**src/hw/pbcs_pkg.sv**
```systemverilog
`default_nettype none
package pbcs_pkg;
  // access path and soft reset counter widths
  localparam int unsigned IDX_W = 5;
  localparam int unsigned DAT_W = 16;
  localparam int unsigned CNT_W = 16;

  // basic register indexes
  localparam logic [4:0] IDX_CTRL = 5'h00;
  localparam logic [4:0] IDX_STAT = 5'h01;

  // remaining decoded indexes, slot 0 is rightmost
  localparam int unsigned NUM_EXT = 13;
  localparam logic [12:0][4:0] EXT_IDX = {
    5'h1f, 5'h1e, 5'h1d, 5'h1b, 5'h1a, 5'h12, 5'h11,
    5'h10, 5'h06, 5'h05, 5'h04, 5'h03, 5'h02};

  // per-slot bits kept over a soft reset (index 16 bit 15)
  localparam logic [12:0][15:0] EXT_KEEP = {
    16'h0000, 16'h0000, 16'h0000, 16'h0000, 16'h0000,
    16'h0000, 16'h0000, 16'h8000, 16'h0000, 16'h0000,
    16'h0000, 16'h0000, 16'h0000};

  // control register fields
  localparam int unsigned CB_RESET  = 15;
  localparam int unsigned CB_LOOP   = 14;
  localparam int unsigned CB_SPEED  = 13;
  localparam int unsigned CB_ANEN   = 12;
  localparam int unsigned CB_PDOWN  = 11;
  localparam int unsigned CB_ANRST  = 9;
  localparam int unsigned CB_DUPLEX = 8;
  localparam int unsigned CB_COLT   = 7;
  localparam logic [15:0] CTRL_RST   = 16'h3000;
  localparam logic [15:0] CTRL_WMASK = 16'h7980;

  // status register fields
  localparam int unsigned SB_ANDONE = 5;
  localparam int unsigned SB_RFAULT = 4;
  localparam int unsigned SB_LINK   = 2;
  localparam int unsigned SB_JAB    = 1;
  localparam logic [15:0] STAT_FIXED = 16'h7809;
  localparam logic [15:0] STAT_FMASK = 16'hffc9;

  // raw line status vector positions
  localparam int unsigned RAW_W  = 6;
  localparam int unsigned RI_LINK = 0;
  localparam int unsigned RI_RF   = 1;
  localparam int unsigned RI_JAB  = 2;
  localparam int unsigned RI_AND  = 3;
  localparam int unsigned RI_SPD  = 4;
  localparam int unsigned RI_DUP  = 5;

  // soft reset duration
  localparam int unsigned CLK_MHZ      = 250;
  localparam int unsigned SRST_TIME_NS = 1000;
  localparam int unsigned SRST_CYC =
    (SRST_TIME_NS * CLK_MHZ + 999) / 1000;

  // sequencer states
  typedef enum logic [1:0] {
    ST_RUN  = 2'b01,
    ST_SRST = 2'b10
  } pbcs_state_t;
endpackage
`default_nettype wire

```
**src/hw/pbcs_stat_if.sv**
```systemverilog
`default_nettype none
interface pbcs_stat_if;
  logic rd_clr;
  logic link;
  logic rfault;
  logic jabber;
  logic an_done;
  logic an_speed;
  logic an_duplex;

  modport latch (
    input  rd_clr,
    output link, rfault, jabber, an_done, an_speed, an_duplex
  );
  modport user (
    output rd_clr,
    input  link, rfault, jabber, an_done, an_speed, an_duplex
  );
endinterface
`default_nettype wire

```
**src/hw/pbcs_regs.sv**
```systemverilog
`default_nettype none
module pbcs_regs #(
  parameter int unsigned SRST_CYC = pbcs_pkg::SRST_CYC
) (
  // clock and reset
  input  wire logic                       clk,
  input  wire logic                       rstn,
  // indexed management access
  input  wire logic                       mgmt_req,
  input  wire logic                       mgmt_we,
  input  wire logic [pbcs_pkg::IDX_W-1:0] mgmt_idx,
  input  wire logic [pbcs_pkg::DAT_W-1:0] mgmt_wdata,
  output logic                            mgmt_ack,
  output logic      [pbcs_pkg::DAT_W-1:0] mgmt_rdata,
  // raw line status from the analog side
  input  wire logic                       link_raw,
  input  wire logic                       rfault_raw,
  input  wire logic                       jabber_raw,
  input  wire logic                       an_done_raw,
  input  wire logic                       an_speed_raw,
  input  wire logic                       an_duplex_raw,
  // controls to the line logic
  output logic                            soft_reset,
  output logic                            loopback,
  output logic                            speed_100,
  output logic                            full_duplex,
  output logic                            an_enable,
  output logic                            an_restart,
  output logic                            power_down,
  output logic                            col_test
);
  localparam int SR_M = SRST_CYC - 1;

  typedef struct packed {
    pbcs_pkg::pbcs_state_t                      st;
    logic [pbcs_pkg::CNT_W-1:0]                 cnt;
    logic [pbcs_pkg::DAT_W-1:0]                 ctl;
    logic                                       restart;
    logic                                       spd;
    logic                                       dup;
    logic                                       ack;
    logic [pbcs_pkg::DAT_W-1:0]                 rdata;
    logic [pbcs_pkg::NUM_EXT-1:0][pbcs_pkg::DAT_W-1:0] ext;
  } pbcs_regs_st_t;

  localparam pbcs_regs_st_t RST_ST = '{
    st:      pbcs_pkg::ST_RUN,
    ctl:     pbcs_pkg::CTRL_RST,
    spd:     1'b1,
    default: '0
  };

  pbcs_regs_st_t q_r;
  pbcs_regs_st_t q_nxt;

  logic                       wr;
  logic                       rd;
  logic [4:0]                 slot;
  logic [pbcs_pkg::DAT_W-1:0] ctl_view;
  logic [pbcs_pkg::DAT_W-1:0] stat_view;
  logic [pbcs_pkg::RAW_W-1:0] raw;

  pbcs_stat_if sif ();

  // index to storage slot, NUM_EXT when not decoded
  function automatic logic [4:0] slot_of(input logic [4:0] idx);
    logic [4:0] s;
    s = 5'(pbcs_pkg::NUM_EXT);
    for (int i = 0; i < pbcs_pkg::NUM_EXT; i++) begin
      if (pbcs_pkg::EXT_IDX[i] == idx) begin
        s = 5'(i);
      end
    end
    return s;
  endfunction

  // line status sync and latching
  assign raw = {an_duplex_raw, an_speed_raw, an_done_raw,
                jabber_raw, rfault_raw, link_raw};

  pbcs_status_latch u_lat (
    .clk  (clk),
    .rstn (rstn),
    .raw  (raw),
    .stat (sif.latch)
  );

  // request qualification; writes are dropped while a soft reset runs
  assign wr   = mgmt_req & mgmt_we & (q_r.st == pbcs_pkg::ST_RUN);
  assign rd   = mgmt_req & ~mgmt_we;
  assign slot = slot_of(mgmt_idx);

  assign sif.rd_clr = rd & (mgmt_idx == pbcs_pkg::IDX_STAT);

  // control readback, reset bit high while soft reset runs
  always_comb begin
    ctl_view = q_r.ctl & pbcs_pkg::CTRL_WMASK;
    ctl_view[pbcs_pkg::CB_RESET] = (q_r.st == pbcs_pkg::ST_SRST);
  end

  // status word: fixed abilities plus live and latched bits
  always_comb begin
    stat_view = pbcs_pkg::STAT_FIXED;
    stat_view[pbcs_pkg::SB_ANDONE] = sif.an_done;
    stat_view[pbcs_pkg::SB_RFAULT] = sif.rfault;
    stat_view[pbcs_pkg::SB_LINK]   = sif.link;
    stat_view[pbcs_pkg::SB_JAB]    = sif.jabber;
  end

  // next state of the whole bank
  always_comb begin
    q_nxt         = q_r;
    q_nxt.ack     = mgmt_req;
    q_nxt.restart = 1'b0;
    q_nxt.spd = q_r.ctl[pbcs_pkg::CB_ANEN] ? sif.an_speed
                                           : q_r.ctl[pbcs_pkg::CB_SPEED];
    q_nxt.dup = q_r.ctl[pbcs_pkg::CB_ANEN] ? sif.an_duplex
                                           : q_r.ctl[pbcs_pkg::CB_DUPLEX];

    if (rd) begin
      if (mgmt_idx == pbcs_pkg::IDX_CTRL) begin
        q_nxt.rdata = ctl_view;
      end else if (mgmt_idx == pbcs_pkg::IDX_STAT) begin
        q_nxt.rdata = stat_view;
      end else begin
        q_nxt.rdata = '0;
        for (int i = 0; i < pbcs_pkg::NUM_EXT; i++) begin
          if (slot == 5'(i)) begin
            q_nxt.rdata = q_r.ext[i];
          end
        end
      end
    end

    // soft reset sequencing
    unique case (q_r.st)
      pbcs_pkg::ST_RUN: begin
        if (wr && mgmt_idx == pbcs_pkg::IDX_CTRL) begin
          if (mgmt_wdata[pbcs_pkg::CB_RESET]) begin
            q_nxt.st  = pbcs_pkg::ST_SRST;
            q_nxt.cnt = pbcs_pkg::CNT_W'(SRST_CYC - 1);
            q_nxt.ctl = pbcs_pkg::CTRL_RST;
            for (int i = 0; i < pbcs_pkg::NUM_EXT; i++) begin
              q_nxt.ext[i] = q_r.ext[i] & pbcs_pkg::EXT_KEEP[i];
            end
          end else begin
            q_nxt.ctl = mgmt_wdata & pbcs_pkg::CTRL_WMASK;
            q_nxt.restart = mgmt_wdata[pbcs_pkg::CB_ANRST];
          end
        end else if (wr) begin
          for (int i = 0; i < pbcs_pkg::NUM_EXT; i++) begin
            if (slot == 5'(i)) begin
              q_nxt.ext[i] = mgmt_wdata;
            end
          end
        end
      end
      pbcs_pkg::ST_SRST: begin
        if (q_r.cnt == '0) begin
          q_nxt.st = pbcs_pkg::ST_RUN;
        end else begin
          q_nxt.cnt = q_r.cnt - 1'b1;
        end
      end
      default: begin
        q_nxt.st = pbcs_pkg::ST_RUN;
      end
    endcase
  end

  // one register for the whole state
  always_ff @(posedge clk or negedge rstn) begin
    if (!rstn) begin
      q_r <= RST_ST;
    end else begin
      q_r <= q_nxt;
    end
  end

  // answer port
  assign mgmt_ack   = q_r.ack;
  assign mgmt_rdata = q_r.rdata;

  // power down, the restart pulse and other control levels
  assign soft_reset  = (q_r.st == pbcs_pkg::ST_SRST);
  assign loopback    = q_r.ctl[pbcs_pkg::CB_LOOP];
  assign speed_100   = q_r.spd;
  assign full_duplex = q_r.dup;
  assign an_enable   = q_r.ctl[pbcs_pkg::CB_ANEN];
  assign an_restart  = q_r.restart;
  assign power_down  = q_r.ctl[pbcs_pkg::CB_PDOWN];
  assign col_test    = q_r.ctl[pbcs_pkg::CB_COLT];
endmodule
`default_nettype wire

```
**src/hw/pbcs_status_latch.sv**
```systemverilog
`default_nettype none
module pbcs_status_latch (
  // clock and reset
  input  wire logic                         clk,
  input  wire logic                         rstn,
  // raw line status
  input  wire logic [pbcs_pkg::RAW_W-1:0]   raw,
  // latched view
  pbcs_stat_if.latch                        stat
);
  typedef struct packed {
    logic [pbcs_pkg::RAW_W-1:0] s1;
    logic [pbcs_pkg::RAW_W-1:0] s2;
    logic                       link;
    logic                       rfault;
    logic                       jabber;
  } pbcs_lat_st_t;

  pbcs_lat_st_t q_r;
  pbcs_lat_st_t q_nxt;

  // sync stages and latch cells, a new event wins over the read release
  always_comb begin
    q_nxt    = q_r;
    q_nxt.s1 = raw;
    q_nxt.s2 = q_r.s1;
    q_nxt.rfault = stat.rd_clr ? q_r.s2[pbcs_pkg::RI_RF]
                               : q_r.rfault | q_r.s2[pbcs_pkg::RI_RF];
    q_nxt.jabber = stat.rd_clr ? q_r.s2[pbcs_pkg::RI_JAB]
                               : q_r.jabber | q_r.s2[pbcs_pkg::RI_JAB];
    q_nxt.link   = stat.rd_clr ? q_r.s2[pbcs_pkg::RI_LINK]
                               : q_r.link & q_r.s2[pbcs_pkg::RI_LINK];
  end

  always_ff @(posedge clk or negedge rstn) begin
    if (!rstn) begin
      q_r <= '0;
    end else begin
      q_r <= q_nxt;
    end
  end

  // latched and live values out
  assign stat.link      = q_r.link;
  assign stat.rfault    = q_r.rfault;
  assign stat.jabber    = q_r.jabber;
  assign stat.an_done   = q_r.s2[pbcs_pkg::RI_AND];
  assign stat.an_speed  = q_r.s2[pbcs_pkg::RI_SPD];
  assign stat.an_duplex = q_r.s2[pbcs_pkg::RI_DUP];
endmodule
`default_nettype wire

```
**config.mk**
```make
export PLATFORM = sky130hd
export DESIGN_NAME = pbcs_regs
export DESIGN_NICKNAME = d
export VERILOG_FILES = /design/src/hw/pbcs_pkg.sv /design/src/hw/pbcs_stat_if.sv /design/src/hw/pbcs_regs.sv /design/src/hw/pbcs_status_latch.sv
export SDC_FILE = /design/constraint.sdc
export NUM_CORES = 1
export LEC_CHECK = 0
export BUFFER_PORTS_ARGS = -buffer_cell sky130_fd_sc_hd__buf_4
export CAP_MARGIN = 20
export CELL_PAD_IN_SITES_DETAIL_PLACEMENT = 1
export CELL_PAD_IN_SITES_GLOBAL_PLACEMENT = 2
export CORE_MARGIN = 5
export CORE_UTILIZATION = 40
export CTS_BUF_LIST = sky130_fd_sc_hd__clkbuf_4 sky130_fd_sc_hd__clkbuf_8
export DETAILED_ROUTE_END_ITERATION = 7
export PLACE_DENSITY_LB_ADDON = 0.1
export SLEW_MARGIN = 10
export SYNTH_ARGS = -nofsm -noshare
export SYNTH_HDL_FRONTEND = slang
export SYNTH_SLANG_ARGS = --single-unit
```
**constraint.sdc**
```tcl
create_clock -name clk -period 3 [get_ports clk]
set_clock_uncertainty 0.05 [all_clocks]
set_input_delay 0.15 -clock clk [delete_from_list [all_inputs] [get_ports clk]]
set_output_delay 0.15 -clock clk [all_outputs]
set_load 0.05 [all_outputs]
```
## Yosys cells after proc, flatten, opt, wreduce, memory -nomap -nowiden

Index checks and enable logic that the tools add are counted.

- Output and inout port bits: 25
- Register bits: 276

- Add/sub/neg operators: 1
- Bitwise logic cells: 9
- Mux-type cells: 58
- Reduce and logical (&&, ||, !) cells: 36
- Equality and inequality tests: 33

Operators by type and width:

| operator | count |
|---|---|
| 2-to-1 mux 208 bit | 3 |
| 2-to-1 mux 16 bit | 29 |
| AND reduction 4 bit | 15 |
| 2-to-1 mux 4 bit | 13 |
| == test 5 bit, first input constant | 8 |
| 2-to-1 mux 35 bit | 1 |
| case mux 16 bit (2 select lines) | 1 |
| nonzero test 2 bit | 15 |
| == test 4 bit, second input constant | 5 |
| 2-to-1 mux 18 bit | 1 |
| == test 4 x 3 -> 1 bit, second input constant | 4 |
| zero test 16 bit | 1 |
| subtractor 16 x 1 -> 16 bit, second input constant | 1 |
| == test 3 x 5 -> 1 bit, first input constant | 3 |
| 2-to-1 mux 15 bit | 1 |
| == test 2 x 5 -> 1 bit, first input constant | 2 |
| zero test 5 bit | 2 |
| == test 4 x 2 -> 1 bit, second input constant | 2 |
| 2-to-1 mux 1 bit | 7 |
| inequality test 2 bit, second input constant | 3 |
| bitwise AND 1 bit | 5 |
| == test 5 x 1 -> 1 bit, second input constant | 1 |
| == test 4 x 1 -> 1 bit, second input constant | 1 |
| inequality test 2 x 1 -> 1 bit, second input constant | 2 |
| 9 further kinds | 11 |

## Longest topological paths before layout

Gate-level depths: netlist (run 1).

- Depth in word-level cells: 30
- Mapped depth: 10
- Depth with buffers taken out: 9

## Hierarchy

Synthesis (run 1) repeated with hierarchy kept, for this count alone.

- Cells, all modules: 1317
- Area, all modules: 12311.8 um^2

By module, submodules not included:

| module | area each (um^2) | cells an instance | times used |
|---|---|---|---|
| pbcs_regs | 11910.2 | 1298 | 1 |
| pbcs_status_latch | 401.6 | 19 | 1 |

## Worst setup path after synthesis (run 1)

Ideal clock, no wire load.

- Path type: register to register
- From: register q_r[244] in the netlist's numbering
- To: register q_r[250] in the netlist's numbering
- Library setup time: 0.150 ns
- Path buffers: 1
- Cell stages (with the launch flop): 10
- Setup slack: 0.634 ns
- Arrival: 2.166 ns
- Cells stage by stage: dfrtp_1 > inv_1 > ha_1 > or3b_4 > or4_4 > o21a_2 > or2_1 > buf_2 > a21oi_1 > a31oi_1

- Word-level cells in the longest chain between the ends: 3
- Elaborated cells on any way between the ends: 6

Ends and longest elaborated chain:

| element | line | source |
|---|---|---|
| start: declaration | pbcs_regs.sv:53 | `pbcs_regs_st_t q_r;` |
| start signal: assignment | pbcs_regs.sv:176 | `q_r <= q_nxt;` |
| subtractor 16 x 1 -> 16 bit / zero test 16 bit (equally long branches) | pbcs_regs.sv:162, pbcs_regs.sv:159 |  |
| 2-to-1 mux 16 bit / inequality test 2 bit (equally long branches) | -- |  |
| case mux 16 bit (2 select lines) / AND reduction 4 bit (equally long branches) | -- |  |

Several ways; a longest one is shown, not always the timed one. The select of a mux whose other input is x is not followed.
A chain may end at the register's enable or synchronous reset.

## Final worst setup path (run 1)

- From: register q_r[244] in the netlist's numbering
- To: register q_r[248] in the netlist's numbering

The elaborated chain is that of the path after synthesis.

==> results.cfg, run 1 <==
[cells_and_area]
fillers = 3477
stdcell_count = 1842
finalCoreUtilization_pct = 48.4
antenna_cells = 0
finalNetCount = 1449
drive_above_1_share_pct = 16.9
final_area_sq_um = 14500
syn_to_final_growth_pct = 18.8

[synth]
yosysWarningCount = 0
synth_top_area_share_pct = 54.0
syn-cell-area_sq_um = 12200
synth_compound_area_share_pct = 22.9
synth_top_family_by_area = compound AO/OA/AOI/OAI gates
ys_top_cells_by_area = dfrtp_1 54%, o21ai_0 9.5%, nand2_1 8.6%, a21oi_1 3.2%, clkbuf_1 2.7%
ys_seq_elements = 267
ys_seq_area_share_pct = 54.9
synthTopCellsByCount = 278 x nand2_1, 263 x dfrtp_1, 231 x o21ai_0
synthAdderAreaFrac_pct = 0.103
netlist_instances = 1335
synth_edf_count = 0
synth.distinct_cells = 66
synthArstFlopShare_pct = 100
ys.flop_type = dfrtp_1
synth-simple-area-share_pct = 15.8
synthMuxAreaShare_pct = 0.863
yosys.area_share.xor_xnor_pct = 0.503
avgSynthCellArea_sq_um = 9.12
synth_fp_nets = 1367
synth_top_cell_by_area = dfrtp_1
yosysMostFrequentCell = nand2_1

[grt]
grt_pass1_vias = 11000
grt_pass1_wl_um = 69100
overflow = 0
grt_use_met3_pct = 4.09
grt_use_met1_pct = 38.1
antenna_found_initial = 1
grt_usage_pct = 26.5
top_usage_layer = met2
met2_usage_pct = 41.2
grt_max_degree = 98

[critical_path]
path_class = reg2reg
worstPathArrival_ns = 2.88
r2r_start = q_r[244]$_DFFE_PN0P_
setup.worst_path.start = q_r[244]$_DFFE_PN0P_
r2r_end = q_r[248]$_DFFE_PN0P_
endpoint = q_r[248]$_DFFE_PN0P_
crit_path_end_kind = flip-flop
reg2reg_depth = 8
cp_max_fo = 9
worstPathRequired_ns = 3.38
r2r_slack_ns = 0.50
startpoint_type = flip-flop

[pwr]
peakVddDrop_mv = 0.369
p_int_mw = 6.87
p_leak_nw = 6.49
design_power_total_mw = 9.64
p_sw_share_pct = 28.8
p_seq_share_pct = 47.0
power_switching_mw = 2.77
power_density_nw_per_um2 = 666
clock_power_share_pct = 39.2
combPwrFrac_pct = 13.8

[place]
io_buffers = 55
hpwl_um = 31200
dp.cells = 1733
place_ws_ns = 0.514
place.gp.congestion = 0.898
placed_area_sq_um = 13200

[floorplanning]
die_x_um = 185
dieHeight_um = 185
core_area_sq_um = 29900
ios = 56
die_area_sq_um = 34000
num_rows = 63
initial_core_util_pct = 40.8

[clock_network]
cts_buffer_depth = 3
numCtsBuffers = 48
cts_root_buf = clkbuf_8
cts_tree = built
htree_levels = 2
cts_resized = 0
insertion_delay_ns = 0.56
path_clk_slew_ns = 0.06
clock_sinks = 267

[sta]
max_freq_ghz = 0.400
fin_crit_ns = 2.50
tns_ns = 0
fin_ws_ns = 0.501
hold_ws_ns = 0.0881
maxSlewViolCount = 0
grt_setup_unrepaired = no
hold_violations = 0
setup_violations = 0
tightest_slew_ns = 1.07
max_slew_margin_pct = 28.3
finalCritPeriodShare_pct = 83.3

[routing]
firstDrtPassIters = 5
dr.first_iter.drc_count = 752
wirelength_um = 44600
final_antenna_net_count = 0
vias_per_cell = 5.76
wl_per_cell_um = 24.2
drc = 0
num_vias = 10600

[worst_hold_path]
hp-class = in2reg
worstHoldStart = mgmt_we

[run]
max-cap-violations = 0

[run_status]
status = completed
-- critical path, cell delays in order, from the launching register on --
cell and delay, ns:
dfrtp_1 0.41, inv_1 0.07, ha_1 0.15, or3b_4 0.40, or4_4 0.44, o21a_2 0.29, or2_1 0.33, a21oi_1 0.18
a21oi_1 0.05
-- cell families (layout without fill, tap and decap cells) --
| group | Yosys count | in the layout |
|---|---|---|
| buf+inv | 138 | 255 |
| flops | 267 | 267 |
| compound gates | 468 | 468 |
| mux | 10 | 10 |
| fa+ha+maj | 1 | 1 |
| simple gates | 444 | 444 |
| xor+xnor | 7 | 7 |
-- final cells by class --
cell class	instances	area [sq um]	share of cell area, %
Multi-Input combinational cell	930	4940	34.1
Timing Repair Buffer	155	1240	8.59
Clock inverter	10	125	0.864
Inverter	15	56.3	0.389
Clock buffer	75	932	6.44
Tap cell	390	488	3.37
Sequential cell	267	6690	46.2
-- routing by layer --
metal	part of all wire, %	vias up	routed length [um]
li1	-	4856	-
met2	45	295	20100
met5	0	-	0
met4	3.5	0	1550
met3	5.0	78	2210
met1	47	5380	20700
-- worst min-delay path by stage --
stage | cells after the start | slack [ns] | endpoint
floorplan | 0 | -0.20 | an_restart$_DFF_PN0_
global placement | 1 | 0.20 | q_r[257]$_DFFE_PN0P_
detailed placement | 1 | 0.20 | q_r[255]$_DFFE_PN0P_
CTS | 5 | 0.07 | mgmt_rdata[11]$_DFFE_PN0P_
global route | 5 | 0.09 | mgmt_rdata[11]$_DFFE_PN0P_
finish | 5 | 0.09 | mgmt_rdata[11]$_DFFE_PN0P_
-- registers in the layout, summed over array words and instances (netlist names), 2 cells and up --
| signal | count |
|---|---|
| ctl_view | 2 |
| q_r | 226 |
| u_lat.q_r | 3 |
| mgmt_rdata | 16 |
| u_lat.q_nxt | 6 |
-- repair_timing --
action / in CTS / in global routing
buffers inserted: 0 / 0
hold endpoints to repair: 115 / 0
hold buffers: 24 / 0
-- power groups by stage --
stage | logic, mW | registers, mW | clock network [mW]
after floorplan | 0.820 | 4.49 | 0
after global placement | 1.26 | 4.57 | 0
after detailed placement | 1.31 | 4.59 | 0
after CTS | 1.33 | 4.53 | 3.86
after global routing | 1.48 | 4.59 | 4.05
final | 1.33 | 4.53 | 3.78
-- cells in the final DEF (no fill, tap or decap), drive strengths merged, types with 5 or more instances in the layout --
master	n
mux2i	6
a22o	17
o221ai	7
a31oi	9
a221o	5
nand2b	10
dfrtp	263
nand2	278
a221oi	11
a21oi	79
a21o	11
o22ai	17
buf	131
inv	13
a2bb2oi	8
or3	8
clkbuf	75
xnor2	6
o211ai	5
nand4	8
nor2b	9
a22oi	28
o21ai	237
dlygate4sd3	24
nand3	18
nor2	63
nor3	24
clkinv	9
No activity file was read; power rests on OpenSTA's default activity.
==> run 2: changes to the inputs <==
Settings changed: CORE_UTILIZATION 40 to 36.
Clock period 3 ns to 2.1 ns, I/O delays scaled along.
==> results.cfg, run 2 (synthesized netlist as in run 1, its figures left out) <==
[cells_and_area]
finalCoreUtilization_pct = 47.9
layout.cells.most_common = nand2_1
final_cell_mix = 276 x nand2_1, 263 x dfrtp_1, 224 x o21ai_0
syn_to_final_growth_pct = 31.5
antenna_cells = 0
max_flop_register = q_r
stdcell_count = 2031
finalNetCount = 1581
drive_above_1_share_pct = 25.0
largest_reg_flops = 226

[routing]
num_vias = 10900
wirelength_um = 46800
wl_per_cell_um = 23.1
firstDrtPassIters = 5
final_antenna_net_count = 0
drc = 0
dr.first_iter.drc_count = 649
vias_per_cell = 5.38

[floorplanning]
initial_core_util_pct = 36.4
ios = 56
dieHeight_um = 194
core_area_sq_um = 33400
num_rows = 67
die_x_um = 194
die_area_sq_um = 37600

[grt]
grt_usage_pct = 24.6
grt_pass1_wl_um = 72000
overflow = 0
grt_max_degree = 60
antenna_found_initial = 4
grt_pass1_vias = 11600

[critical_path]
r2r_start = q_r[244]$_DFFE_PN0P_
worstPathArrival_ns = 2.95
cp_max_fo = 6
worstPathRequired_ns = 2.58
startpoint_type = flip-flop
r2r_slack_ns = -0.36
reg2reg_depth = 7
crit_path_end_kind = flip-flop
r2r_end = q_r[258]$_DFFE_PN0P_
path_class = reg2reg

[pwr]
design_power_total_mw = 13.9
p_seq_share_pct = 46.8
clock_power_share_pct = 37.7
p_sw_share_pct = 29.5
p_leak_nw = 7.29
combPwrFrac_pct = 15.5
p_int_mw = 9.78
peakVddDrop_mv = 0.531
power_density_nw_per_um2 = 866
power_switching_mw = 4.09

[sta]
finalCritPeriodShare_pct = 117
grt_setup_unrepaired = yes
maxSlewViolCount = 0
setup_violations = 18
fin_ws_ns = -0.364
hold_ws_ns = 0.0942
max_freq_ghz = 0.406
hold_violations = 0
tightest_slew_ns = 0.841
max_slew_margin_pct = 43.8
fin_crit_ns = 2.46

[run]
max-cap-violations = 0

[place]
io_buffers = 55
hpwl_um = 33700
place_ws_ns = -0.326
place.gp.congestion = 0.908
dp.cells = 1908

[run_status]
violations = setup timing
status = finished, violations left

[clock_network]
cts_root_buf = clkbuf_8
insertion_delay_ns = 0.61
htree_levels = 2
clock_sinks = 267
cts_tree = built
cts_buffer_depth = 3
numCtsBuffers = 50
path_clk_slew_ns = 0.06

[worst_hold_path]
min_path_cells = 2
min_to = u_lat.q_nxt[7]$_DFF_PN0_
hp-class = in2reg
worstHoldStart = an_speed_raw
run 2: worst max path at each step:
stage,startpoint,endpoint,slack [ns],depth (start not counted)
final,q_r[244]$_DFFE_PN0P_,q_r[258]$_DFFE_PN0P_,-0.36,7
after floorplan,q_r[244]$_DFFE_PN0P_,q_r[250]$_DFFE_PN0P_,-0.27,9
after global routing,q_r[245]$_DFFE_PN0P_,q_r[258]$_DFFE_PN0P_,-0.44,7
after detailed placement,q_r[244]$_DFFE_PN0P_,q_r[256]$_DFFE_PN0P_,-0.33,7
after CTS,q_r[244]$_DFFE_PN0P_,q_r[256]$_DFFE_PN0P_,-0.33,7
after global placement,q_r[244]$_DFFE_PN0P_,q_r[256]$_DFFE_PN0P_,-0.29,7
run 2: final cells by class:
cell class / instances / area, sq um
fill: 3794 / 17400
sequential: 267 / 6690
multi-input combinational: 930 / 5050
timing repair buffer: 285 / 2630
clock buffer: 78 / 980
tap: 448 / 561
inverter: 15 / 58.8
clock inverter: 8 / 42.5
run 2: per-layer routing:
metal	share of wire (%)	GRT usage, %
met5	0	0
met4	2.6	6.82
met3	4.2	3.70
met2	47	39.8
met1	47	34.7
run 2: worst max-delay path: stages, from the launching register on:
cell	delay [ns]
dfrtp_1	0.39
inv_2	0.08
ha_4	0.13
or3b_4	0.38
or4_4	0.44
or3b_4	0.44
or3_1	0.34
a21oi_1	0.15
run 2: power groups by stage:
stage               Combinational [mW]  Sequential (mW)  Clock, mW
detailed placement                2.08             6.56          0
finish                            2.15             6.49       5.22
global route                      2.40             6.57       5.63
CTS                               2.14             6.48       5.37
global placement                  2.01             6.54          0
floorplan                         1.17             6.42          0
run 2: what timing repair did:
action | in CTS | in global routing
gates resized for setup | 12 | 21
hold buffers | 29 | 0
hold endpoints to repair | 489 | 0
endpoints found under the setup margin | 34 | 37
pin swaps | 3 | 10
setup buffers | 4 | 4
run 2: per-stage QoR:
stage                     setup TNS, ns  cell area (sq um)
after floorplan                   -2.84              12200
after CTS                         -4.80              15900
after global placement            -4.81              14500
after detailed placement          -7.02              14500
final                             -4.91              16000
after global routing              -6.44              16000
